## src/design/lpdc_defs.svh

```systemverilog
// lpdc_defs.svh: offsets, field positions, reset values and counts
// for the low-power domain controller; assumes a 32-bit apb slave
// Behaviour
// - always-on core domain stays powered; no force override exists
// - per-domain software force up and force down, independent
// - peripheral domain on in active states, off in deep sleep
// - core domain off forces every nested domain off
// - each main sram bank has its own power gate
// - controller sequences sleep entry/exit and drives gating signals
// - eight always-on 32-bit retention registers
// - reset selects 8 MHz oscillator fast and rc oscillator slow
// - offers 8 MHz oscillator divided by 256 as clock source
// - digital sleep clock selector among four sources
// - power-up pin high keeps always-on regulator on
// - 3-bit always-on voltage trim driven in normal work
// - flash regulator output enabled by its enable bit
// - tie-high bit picks 3.3V input or reference regulation
// - supply-low flag follows comparator and sheds power-hungry blocks
// - 3-bit supply-low threshold selects comparator level
// - modem sleep keeps cpu clocked, turns baseband and radio off
// - light sleep gates core clock, stalls cpu, stops clocks, radio
// - deep sleep powers core down, keeps retention registers
// - active mode after reset
// - per-source wake mask bits select wake sources, any combination
`ifndef LPDC_DEFS_SVH
`define LPDC_DEFS_SVH

`define LPDC_OFF_CTRL     12'h000
`define LPDC_OFF_FPU      12'h004
`define LPDC_OFF_FPD      12'h008
`define LPDC_OFF_CLKSEL   12'h00C
`define LPDC_OFF_VREG     12'h010
`define LPDC_OFF_WAKE     12'h014
`define LPDC_OFF_STATUS   12'h018
`define LPDC_OFF_SRAMPD   12'h01C
`define LPDC_OFF_RET0     12'h020
`define LPDC_OFF_RET7     12'h03C

// domain indices of the force masks
`define LPDC_NDOM         11
`define LPDC_D_PERIPH     0
`define LPDC_D_SLOWMEM    1
`define LPDC_D_FASTMEM    2
`define LPDC_D_CORE       3
`define LPDC_D_BBAND      4
`define LPDC_D_ROM        5
`define LPDC_D_SRAM       6
`define LPDC_D_XTAL       7
`define LPDC_D_PLL        8
`define LPDC_D_OSC8M      9
`define LPDC_D_RADIO      10

`define LPDC_NWAKE        11
`define LPDC_NBANK        4
`define LPDC_NRET         8
`define LPDC_DIV_N        256

// control fields
`define LPDC_CTRL_GO      4
`define LPDC_CLK_FAST     0
`define LPDC_CLK_SLOW_LO  1
`define LPDC_CLK_DIG_LO   4
`define LPDC_CLKSEL_RST   32'h0000_0000
`define LPDC_VREG_RST     32'h0004_2A14
`define LPDC_WAKE_RST     32'h0000_0008
`define LPDC_ST_LOW       4
`define LPDC_ST_CAUSE_LO  16

`endif

```

## src/design/lpdc_pkg.sv

```systemverilog
// lpdc_pkg.sv: types shared by the low-power domain controller
// assumes lpdc_defs.svh for numeric constants
package lpdc_pkg;

    typedef enum logic [1:0] {
        ST_ACTIVE,
        ST_MODEM,
        ST_LIGHT,
        ST_DEEP
    } lpdc_mode_t;

    typedef struct packed {
        logic [2:0] aon_trim;
        logic       flash_en;
        logic       flash_tieh;
        logic [1:0] vref_hi;
        logic [1:0] vref_mid;
        logic [1:0] vref_lo;
        logic [2:0] low_thres;
    } lpdc_vreg_t;

    typedef struct packed {
        logic       reg_on;
        logic       reg_deep;
        logic       core_clk_en;
        logic       cpu_stall;
        logic       hungry_off;
    } lpdc_ctl_t;

endpackage

```

## src/design/lpdc_ctrl.sv

```systemverilog
// lpdc_ctrl.sv: always-on power, clock and regulator control with apb
// assumes a single 25 MHz clock standing for the 8 MHz oscillator tap;
// pins and comparator outputs arrive asynchronously
`timescale 1ns/1ps
`default_nettype none
`include "lpdc_defs.svh"

module lpdc_ctrl #(
    parameter int NDOM  = `LPDC_NDOM,
    parameter int NWAKE = `LPDC_NWAKE,
    parameter int NBANK = `LPDC_NBANK,
    parameter int NRET  = `LPDC_NRET
) (
    input  wire logic               i_clk_sys,
    input  wire logic               i_resetn,
    input  wire logic               i_psel,
    input  wire logic               i_penable,
    input  wire logic               i_pwrite,
    input  wire logic [11:0]        i_paddr,
    input  wire logic [31:0]        i_pwdata,
    output logic      [31:0]        o_prdata,
    output logic                    o_pready,
    output logic                    o_pslverr,
    input  wire logic               i_chip_power_up_pin,
    input  wire logic               i_supply_low,
    input  wire logic [NWAKE-1:0]   i_wake_src,
    output logic                    o_aon_core_pwr,
    output logic      [NDOM-1:0]    o_dom_pwr,
    output logic      [NBANK-1:0]   o_sram_bank_pwr,
    output logic                    o_fast_clk_sel,
    output logic      [1:0]         o_slow_clk_sel,
    output logic      [1:0]         o_dig_slp_clk_sel,
    output logic                    o_div256_tick,
    output lpdc_pkg::lpdc_vreg_t    o_vreg,
    output lpdc_pkg::lpdc_ctl_t     o_ctl,
    output logic                    o_supply_low_flag
);

    typedef struct packed {
        logic [1:0]             pu_sync;
        logic [1:0]             low_sync;
        logic [NWAKE-1:0]       wk_s1;
        logic [NWAKE-1:0]       wk_s2;
        lpdc_pkg::lpdc_mode_t   mode;
        logic [1:0]             req_mode;
        logic [NDOM-1:0]        force_power_up;
        logic [NDOM-1:0]        force_power_down;
        logic [NBANK-1:0]       bank_off;
        logic [5:0]             clksel;
        lpdc_pkg::lpdc_vreg_t   vreg;
        logic [NWAKE-1:0]       wake_mask;
        logic [NWAKE-1:0]       wake_cause;
        logic                   low_seen;
        logic [7:0]             div_cnt;
        logic                   div_tick;
        logic [NRET-1:0][31:0]  ret;
        logic [31:0]            prdata;
        logic                   pready;
        logic                   pslverr;
        logic [NDOM-1:0]        dom_pwr;
        logic [NBANK-1:0]       bank_pwr;
        lpdc_pkg::lpdc_ctl_t    ctl;
    } lpdc_state_t;

    lpdc_state_t st_reg;
    lpdc_state_t st_next;
    logic [NDOM-1:0] base_on;
    logic [NDOM-1:0] dom_want;

    // state-derived power by mode, one column per main state
    always_comb begin
        base_on = '1;
        case (st_reg.mode)
            lpdc_pkg::ST_ACTIVE: begin
                base_on = '1;
            end
            lpdc_pkg::ST_MODEM: begin
                base_on[`LPDC_D_BBAND] = 1'b0;
                base_on[`LPDC_D_RADIO] = 1'b0;
            end
            lpdc_pkg::ST_LIGHT: begin
                base_on[`LPDC_D_SLOWMEM] = 1'b0;
                base_on[`LPDC_D_FASTMEM] = 1'b0;
                base_on[`LPDC_D_BBAND] = 1'b0;
                base_on[`LPDC_D_XTAL]  = 1'b0;
                base_on[`LPDC_D_PLL]   = 1'b0;
                base_on[`LPDC_D_OSC8M] = 1'b0;
                base_on[`LPDC_D_RADIO] = 1'b0;
            end
            lpdc_pkg::ST_DEEP: begin
                // memories stay only if forced up
                base_on = '0;
            end
            default: begin
                base_on = '1;
            end
        endcase
    end

    // per-domain override: force down first, then force up
    genvar d;
    generate
        for (d = 0; d < NDOM; d++) begin : g_dom
            assign dom_want[d] = st_reg.force_power_down[d] ? 1'b0 :
                                 st_reg.force_power_up[d] ? 1'b1 :
                                 base_on[d];
        end
    endgenerate

    logic        acc;
    logic        setup;
    logic        mapped;
    logic [31:0] rd;
    logic [2:0]  ret_idx;
    logic        is_ret;
    logic [NWAKE-1:0] wk_hit;

    assign setup  = i_psel & ~i_penable;
    assign acc    = i_psel & i_penable & st_reg.pready;
    assign is_ret = (i_paddr >= `LPDC_OFF_RET0) &&
                    (i_paddr <= `LPDC_OFF_RET7) &&
                    (i_paddr[1:0] == 2'b00);
    assign ret_idx = i_paddr[4:2];
    assign wk_hit  = st_reg.wk_s2 & st_reg.wake_mask;

    // read mux and address decode, evaluated in the setup cycle
    always_comb begin
        rd     = 32'h0000_0000;
        mapped = 1'b1;
        case (i_paddr)
            `LPDC_OFF_CTRL: begin
                rd[1:0] = st_reg.req_mode;
            end
            `LPDC_OFF_FPU: begin
                rd[NDOM-1:0] = st_reg.force_power_up;
            end
            `LPDC_OFF_FPD: begin
                rd[NDOM-1:0] = st_reg.force_power_down;
            end
            `LPDC_OFF_CLKSEL: begin
                rd[5:0] = st_reg.clksel;
            end
            `LPDC_OFF_VREG: begin
                rd[2:0]   = st_reg.vreg.aon_trim;
                rd[4]     = st_reg.vreg.flash_en;
                rd[5]     = st_reg.vreg.flash_tieh;
                rd[9:8]   = st_reg.vreg.vref_hi;
                rd[11:10] = st_reg.vreg.vref_mid;
                rd[13:12] = st_reg.vreg.vref_lo;
                rd[18:16] = st_reg.vreg.low_thres;
            end
            `LPDC_OFF_WAKE: begin
                rd[NWAKE-1:0] = st_reg.wake_mask;
            end
            `LPDC_OFF_STATUS: begin
                rd[1:0] = st_reg.mode;
                rd[`LPDC_ST_LOW] = st_reg.low_seen;
                rd[5] = st_reg.low_sync[1];
                rd[`LPDC_ST_CAUSE_LO +: NWAKE] = st_reg.wake_cause;
            end
            `LPDC_OFF_SRAMPD: begin
                rd[NBANK-1:0] = st_reg.bank_off;
            end
            default: begin
                if (is_ret) begin
                    rd = st_reg.ret[ret_idx];
                end else begin
                    mapped = 1'b0;
                end
            end
        endcase
    end

    always_comb begin
        st_next = st_reg;
        // only the second stage of each synchroniser is consumed
        st_next.pu_sync  = {st_reg.pu_sync[0], i_chip_power_up_pin};
        st_next.low_sync = {st_reg.low_sync[0], i_supply_low};
        st_next.wk_s1    = i_wake_src;
        st_next.wk_s2    = st_reg.wk_s1;

        // free-running divide-by-256 tick of the oscillator clock
        st_next.div_cnt  = st_reg.div_cnt + 8'h01;
        st_next.div_tick = (st_reg.div_cnt == 8'(`LPDC_DIV_N - 1));

        // apb: no wait state; pready and read data come from flops loaded in setup
        st_next.pready  = setup;
        st_next.pslverr = setup & ~mapped;
        if (setup) begin
            st_next.prdata = mapped ? rd : 32'h0000_0000;
        end

        if (acc && i_pwrite && mapped) begin
            case (i_paddr)
                `LPDC_OFF_CTRL: begin
                    st_next.req_mode = i_pwdata[1:0];
                    // go moves the main state to the requested mode
                    if (i_pwdata[`LPDC_CTRL_GO]) begin
                        st_next.mode =
                            lpdc_pkg::lpdc_mode_t'(i_pwdata[1:0]);
                    end
                end
                `LPDC_OFF_FPU: begin
                    st_next.force_power_up = i_pwdata[NDOM-1:0];
                end
                `LPDC_OFF_FPD: begin
                    st_next.force_power_down = i_pwdata[NDOM-1:0];
                end
                `LPDC_OFF_CLKSEL: begin
                    st_next.clksel = i_pwdata[5:0];
                end
                `LPDC_OFF_VREG: begin
                    st_next.vreg.aon_trim   = i_pwdata[2:0];
                    st_next.vreg.flash_en   = i_pwdata[4];
                    st_next.vreg.flash_tieh = i_pwdata[5];
                    st_next.vreg.vref_hi    = i_pwdata[9:8];
                    st_next.vreg.vref_mid   = i_pwdata[11:10];
                    st_next.vreg.vref_lo    = i_pwdata[13:12];
                    st_next.vreg.low_thres  = i_pwdata[18:16];
                end
                `LPDC_OFF_WAKE: begin
                    st_next.wake_mask = i_pwdata[NWAKE-1:0];
                end
                `LPDC_OFF_STATUS: begin
                    // write one to clear the sticky bits
                    if (i_pwdata[`LPDC_ST_LOW]) begin
                        st_next.low_seen = 1'b0;
                    end
                    st_next.wake_cause = st_reg.wake_cause &
                        ~i_pwdata[`LPDC_ST_CAUSE_LO +: NWAKE];
                end
                `LPDC_OFF_SRAMPD: begin
                    st_next.bank_off = i_pwdata[NBANK-1:0];
                end
                default: begin
                    if (is_ret) begin
                        st_next.ret[ret_idx] = i_pwdata;
                    end
                end
            endcase
        end

        // sticky events set after the clears so a same-cycle set wins
        if (st_reg.low_sync[1]) begin
            st_next.low_seen = 1'b1;
        end
        if (st_reg.mode != lpdc_pkg::ST_ACTIVE && |wk_hit) begin
            st_next.mode = lpdc_pkg::ST_ACTIVE;
            st_next.wake_cause = st_next.wake_cause | wk_hit;
        end

        // nested domains follow the core domain down
        st_next.dom_pwr = dom_want;
        if (!dom_want[`LPDC_D_CORE]) begin
            st_next.dom_pwr[`LPDC_D_BBAND] = 1'b0;
            st_next.dom_pwr[`LPDC_D_ROM]   = 1'b0;
            st_next.dom_pwr[`LPDC_D_SRAM]  = 1'b0;
        end
        // a bank is on only while the sram domain itself is on
        st_next.bank_pwr = st_next.dom_pwr[`LPDC_D_SRAM] ?
                           ~st_reg.bank_off : '0;

        // regulator may only be turned off with the power-up pin low
        st_next.ctl.reg_on   = st_reg.pu_sync[1] |
                               (st_reg.mode != lpdc_pkg::ST_DEEP);
        st_next.ctl.reg_deep = (st_reg.mode == lpdc_pkg::ST_DEEP);
        st_next.ctl.core_clk_en = (st_reg.mode == lpdc_pkg::ST_ACTIVE) ||
                                  (st_reg.mode == lpdc_pkg::ST_MODEM);
        st_next.ctl.cpu_stall = (st_reg.mode == lpdc_pkg::ST_LIGHT);
        st_next.ctl.hungry_off = st_reg.low_sync[1];
    end

    always_ff @(posedge i_clk_sys or negedge i_resetn) begin
        if (!i_resetn) begin
            st_reg            <= '0;
            st_reg.mode       <= lpdc_pkg::ST_ACTIVE;
            st_reg.clksel     <= 6'(`LPDC_CLKSEL_RST);
            // register layout differs from the struct: unpack field by field
            st_reg.vreg.aon_trim   <= 3'(`LPDC_VREG_RST);
            st_reg.vreg.flash_en   <= 1'(`LPDC_VREG_RST >> 4);
            st_reg.vreg.flash_tieh <= 1'(`LPDC_VREG_RST >> 5);
            st_reg.vreg.vref_hi    <= 2'(`LPDC_VREG_RST >> 8);
            st_reg.vreg.vref_mid   <= 2'(`LPDC_VREG_RST >> 10);
            st_reg.vreg.vref_lo    <= 2'(`LPDC_VREG_RST >> 12);
            st_reg.vreg.low_thres  <= 3'(`LPDC_VREG_RST >> 16);
            st_reg.wake_mask  <= NWAKE'(`LPDC_WAKE_RST);
            st_reg.dom_pwr    <= '1;
            st_reg.bank_pwr   <= '1;
            st_reg.ctl        <= 5'b1_0_1_0_0;
        end else begin
            st_reg <= st_next;
        end
    end

    assign o_aon_core_pwr    = 1'b1;
    assign o_dom_pwr         = st_reg.dom_pwr;
    assign o_sram_bank_pwr   = st_reg.bank_pwr;
    assign o_fast_clk_sel    = st_reg.clksel[`LPDC_CLK_FAST];
    assign o_slow_clk_sel    = st_reg.clksel[`LPDC_CLK_SLOW_LO +: 2];
    assign o_dig_slp_clk_sel = st_reg.clksel[`LPDC_CLK_DIG_LO +: 2];
    assign o_div256_tick     = st_reg.div_tick;
    // trim reaches the regulator, which ignores it in deep sleep
    assign o_vreg            = st_reg.vreg;
    assign o_ctl             = st_reg.ctl;
    assign o_supply_low_flag = st_reg.low_sync[1];
    assign o_prdata          = st_reg.prdata;
    assign o_pready          = st_reg.pready;
    assign o_pslverr         = st_reg.pslverr;

endmodule
`default_nettype wire

```

## config.mk

```make
export PLATFORM = sky130hd
export DESIGN_NAME = lpdc_ctrl
export DESIGN_NICKNAME = d
export VERILOG_FILES = /design/src/design/lpdc_pkg.sv /design/src/design/lpdc_ctrl.sv
export VERILOG_INCLUDE_DIRS = /design/src /design/src/design
export SDC_FILE = /design/constraint.sdc
export NUM_CORES = 1
export LEC_CHECK = 0
export ABC_AREA = 1
export BUFFER_PORTS_ARGS = -buffer_cell sky130_fd_sc_hd__buf_4
export CORE_AREA = 2 2 221 223
export CTS_CLUSTER_DIAMETER = 100
export DETAILED_ROUTE_END_ITERATION = 6
export DIE_AREA = 0 0 223 225
export PLACE_DENSITY = 0.6
export SLEW_MARGIN = 30
export SYNTH_ARGS = -nofsm -noshare
export SYNTH_HDL_FRONTEND = slang
export SYNTH_SLANG_ARGS = --single-unit
export TNS_END_PERCENT = 100
```

## constraint.sdc

```tcl
create_clock -name i_clk_sys -period 1.49 [get_ports i_clk_sys]
set_input_delay 0.149 -clock i_clk_sys [delete_from_list [all_inputs] [get_ports i_clk_sys]]
set_output_delay 0.149 -clock i_clk_sys [all_outputs]
set_load 0.005 [all_outputs]
```

---- Word level (Yosys, flattened, before mapping) ----
Cells that the tools add are included.
cells by class
  equal/unequal tests ..................... 12
  bitwise logic cells ..................... 13
  multiplexer cells ....................... 63
  $add $sub $neg .......................... 1
  magnitude comparators ................... 4
  reduce and logical (&&, ||, !) cells .... 39
operators with widths
  operator                                                                 number
  256-bit bitwise mux                                                      1
  32-bit 2-to-1 mux                                                        4
  32-bit binary-select mux with 3-bit select                               1
  32-bit demux with 3-bit select                                           1
  73-bit 2-to-1 mux                                                        1
  12-bit by 5-bit equality test with 1-bit output (second input constant)  4
  11-bit 2-to-1 mux                                                        4
  1-bit 2-to-1 mux                                                         27
  12-bit by 4-bit equality test with 1-bit output (second input constant)  2
  11-bit AND                                                               2
  2-bit one-hot mux with 8 select lines                                    1
  8-bit one-hot mux with 2 select lines                                    1
  3-bit one-hot mux with 5 select lines                                    1
  14-bit 2-to-1 mux                                                        1
  2-bit one-hot mux with 7 select lines                                    1
  2-bit AND reduction                                                      7
  2-bit nonzero test                                                       7
  7-bit OR reduction                                                       2
  12-bit by 3-bit equality test with 1-bit output (second input constant)  1
  12-bit by 6-bit >= comparator with 1-bit output (second input constant)  1
  12-bit by 6-bit <= comparator with 1-bit output (second input constant)  1
  12-bit logical NOT                                                       1
  12-bit 2-to-1 mux                                                        1
  4-bit 2-to-1 mux                                                         3
  other kinds (34)                                                         56
storage, ports and cells
  bits in registers ....................... 418
  input bits .............................. 62
  word-level logic and storage cells ...... 172
  output and inout port bits .............. 76

---- Longest topological paths before layout ----
  depth after elaboration ................. 9
  gate-level depth with buffers ........... 12
  depth with buffers taken out ............ 11

---- Worst setup path after synthesis ----
OpenSTA, ideal clock, no wires.
  path kind ............................... input to register
  start ................................... input i_paddr[7]
  end ..................................... register st_reg[102] (netlist bit)
  arrival ................................. 1444 ps
  path buffers ............................ 2
  setup slack ............................. -72 ps
  setup time .............................. 118 ps
  required time ........................... 1372 ps
  stages on the path ...................... 10
  cell sequence ........................... nor2_1 > nand2_2 > nor2_4 > nand2_2 > nor2_8 > nand2_2 > buf_2 > buf_6 > a21oi_1 > inv_1
between the ends
  word-level cells in the longest chain between the ends .. 7
  elaborated cells on any way between the ends .. 18
  classes of those cells .................. 2 x order compare; 7 x eq/ne; 2 x mux; 1 x bitwise; 6 x reduce/logical
RTL lines
  element                                                                                                                                     line              RTL
  start, declared                                                                                                                             lpdc_ctrl.sv:19   input wire logic [11:0] i_paddr,
  12-bit by 6-bit >= comparator with 1-bit output (no source line) / 12-bit by 6-bit <= comparator with 1-bit output (equally long branches)  n/a
  1-bit logical AND (2 in a row)                                                                                                              lpdc_ctrl.sv:120  assign is_ret = (i_paddr >= `LPDC_OFF_RET0) &&
  1-bit 2-to-1 mux                                                                                                                            lpdc_ctrl.sv:165  if (is_ret) begin
  1-bit 2-to-1 mux                                                                                                                            lpdc_ctrl.sv:130  case (i_paddr)
  1-bit logical AND                                                                                                                           lpdc_ctrl.sv:193  if (acc && i_pwrite && mapped) begin
  3-bit AND reduction (no source line) (*)                                                                                                    n/a
  end signal, assigned                                                                                                                        lpdc_ctrl.sv:291  st_reg <= st_next;
  end, declared                                                                                                                               lpdc_ctrl.sv:65   lpdc_state_t st_reg;
Mark *: on every way between the ends. The rest lies on a longest branch, timed or not.
A chain may end at the register's enable or synchronous reset.

---- Worst setup path after layout ----
  start ................................... register st_reg, in the netlist o_pready
  end ..................................... register st_reg[127] (netlist bit)
between the ends
  word-level cells in the longest chain between the ends .. 4
RTL lines
  element                               line              RTL
  1-bit AND                             lpdc_ctrl.sv:119  assign acc = i_psel & i_penable & st_reg.pready;
  1-bit logical AND (2 in a row)        lpdc_ctrl.sv:193
  3-bit AND reduction (no source line)  n/a
Every way passes these cells.

==> metrics.yaml <==
hp-class: "in -> async"
required_ps: 1950
rsz0062_at_grt: "true"
viasPerCell: 5.23
crit_path_max_fanout: 9
gp_congestion: 0.887
setup_ws_ps: -258
drv_slew: 0
power.leakage_nw: 14.8
hold_viol: 0
grt_overflow: 0
fp.dieW_um: 223
yosys.area.top_type: "dfrtp_1"
yosys_warnings: 0
cts.clk_slew.worst_paths_ps: 70
period_share: 1.17
fin_skew_ps: 13.9
reg2reg_depth: 10
timing.fmax_ghz: 0.572
io_buffers: 136
track_usage: 0.257
antenna_found_initial: 0
critPathArrivalTime_ps: 2210
grt_max_degree: 75
dr.first_iter.drc_count: 1551
syn-num-nets: 2495
drive_gt1_frac: 0.274
yosys-top-cells-area: "dfrtp_1, nand2_1, nor2_1"
max-vdd-ir-drop_v: 0.00102
worstSetupPathType: "reg -> reg"
syn_to_final_growth_pct: 32.6
outcome: "finished with violations"
drv_cap: 0
cellInternalPower_mw: 18.8
async_flop_share: 1.00
clk_path_buf_depth: 3
regToRegSetupSlack_ps: -260
crit_chain: "nand4_1 -> buf_6 -> inv_4 -> nand2_4 -> nor2_8 -> buf_4 -> nand2_8 -> buf_16 -> a21oi_1 -> inv_1"
cts_htree_levels: 2
tightest_slew_ps: 695
rr_startpoint: "o_pready$_DFF_PN0_"
synth_common_cells: "nand2_1, dfrtp_1, nor2_1"
fp-row-count: 80
yosysMostFrequentCell: "nand2_1"
p_comb_frac: 0.071
slowest_delay_ps: 350
n_antenna_cell: 0
start_util: 0.416
seqPwrFrac: 0.466
wirelength_um: 66300
core_area_um2: 47500
ant_nets: 0
route.detailed.drc: 0
netlist_instances: 2432
dieArea_um2: 50200
switching_power_mw: 5.79
power_density_nw_per_um2: 936
synth_edf_count: 0
ys_types: 37
numCtsBuffers: 44
place_ws_ps: -405
relSlewSlack: 0.536
grt_pass1_wl_um: 99400
die_h_um: 225
swShare: 0.236
pwr-share-clk: 0.463
seqCellArea_um2: 10500
critical-path-top-delay-family: "buffers and inverters"
io_pins: 138
avgSynthCellArea_um2: 8.13
yosysSeqAreaShare: 0.530
r2r-end: "st_reg[127]$_DFFE_PN0P_"
clk_latency_ps: 580
finalSetupTns_ps: -49620
synth_ff_type: "dfrtp_1"
cp-end-kind: "register"
layout.nets: 2749
stdcell_area_um2: 26200
cp.buffers_inverters: 5
first_pass_iters: 6
dp.final_hpwl_um: 41700
root_buffer: "clkbuf_16"
cts_tree: "built"
start_kind: "register"
cts.sinks: 418
synth-seq-cells: 418
largest_reg_flops: 330
placed_area_um2: 22300
num_vias: 17400
finalCriticalPeriod_ps: 1750
post_drt_wl_per_cell_um: 19.9
cp_slowest_cell: "dfrtp_1"
synth_top_cell_area_share: 0.498
violations: "setup timing"
setup_viol: 329
fillCellCount: 4192
grt_pass1_vias: 17400
multi_input_area_um2: 8010
synth.cell_area_um2: 19800
-- layout by cell type (no fill, tap or decap), types with 5 or more instances in the layout --
master,n
dlygate4sd3_1,32
o21ai_1,39
buf_12,49
clkbuf_8,11
o21ai_0,62
o22ai_1,47
dfrtp_1,392
clkbuf_16,54
a21boi_1,38
nor2_2,14
nand2_1,441
buf_6,26
nand3_1,58
a21oi_1,103
o21ai_2,17
buf_4,272
dfstp_2,24
nor2_4,30
clkbuf_1,10
a21boi_2,79
nand2_8,7
nand3_2,7
o31ai_1,6
buf_16,9
nand2_2,49
nand2_4,19
nor2_1,342
inv_1,335
nand4_1,39
buf_8,5
or2_2,10
clkinv_1,9
a21oi_2,37
-- worst reg2reg max path, stage by stage (launching register included) --
cell     delay [ps]
dfrtp_1         350
nand4_1         110
buf_6           150
inv_4            70
nand2_4          70
nor2_8          110
buf_4           160
nand2_8         120
buf_16          210
a21oi_1         210
inv_1            80
-- final cells by class --
cell class / count / share of cell area
sequential: 418 / 0.400
multi-input combinational: 1472 / 0.305
timing repair buffer: 402 / 0.160
inverter: 348 / 0.0502
clock buffer: 66 / 0.0501
tap: 615 / 0.0293
clock inverter: 8 / 0.00534
-- power by group through the flow --
stage          clock network (mW)  logic [mW]  registers [mW]
6_report                     11.4        1.75            11.4
5_1_grt                      12.0        1.90            11.4
4_1_cts                      11.5        1.71            11.4
3_5_place_dp                    0        1.60            11.6
3_3_place_gp                    0        1.59            11.6
2_1_floorplan                   0       0.594            11.6
-- per-stage QoR --
step	hold WS (ps)	std cells	utilization	power, mW
2_1_floorplan	-147	2432	-	12.2
3_3_place_gp	58.9	3176	0.469	13.2
3_5_place_dp	56.4	3176	0.469	13.2
4_1_cts	22.9	3315	0.529	24.7
5_1_grt	58.0	3329	0.552	25.3
6_report	50.4	3329	0.552	24.5
-- logic make-up after synthesis --
| group | after synthesis | synth area share |
|---|---|---|
| xor gates and xnor gates | 6 | 0.00266 |
| and+or+nand+nor | 1022 | 0.212 |
| adders and majority gates | 1 | 0.000632 |
| other | 1 | 0.000190 |
| buffers and inverters | 542 | 0.122 |
| AOI/OAI and AO/OA | 442 | 0.132 |
| DFF | 418 | 0.530 |
-- timing repair --
| item | in CTS | in global routing |
|---|---|---|
| setup endpoints to repair | 325 | 333 |
| gates resized for setup | 233 | 281 |
| cloned | 13 | 10 |
| pin swaps | 22 | 25 |
| hold endpoints to repair | 442 | 0 |
| hold buffers | 32 | 0 |
| buffers inserted | 20 | 4 |
-- worst max-delay path by stage --
stage	from	to	slack [ps]	depth (start not counted)
detailed placement	i_paddr[7]	st_reg[390]$_DFFE_PN0P_	-400	10
global placement	i_paddr[7]	st_reg[390]$_DFFE_PN0P_	-390	10
finish	o_pready$_DFF_PN0_	st_reg[127]$_DFFE_PN0P_	-260	10
CTS	o_pready$_DFF_PN0_	st_reg[126]$_DFFE_PN0P_	-190	11
global route	o_pready$_DFF_PN0_	st_reg[252]$_DFFE_PN0P_	-370	11
floorplan	i_paddr[0]	st_reg[102]$_DFFE_PN0P_	-5	10
-- metal layers --
metal  vias up  GRT usage  routed length (um)
met5         -          0                   0
met4         0      0.124                2950
met3       145     0.0366                4360
met2       672      0.413               30900
met1      8568      0.345               28000
li1       8018          -                   -
(Power assumes the default switching activity.)
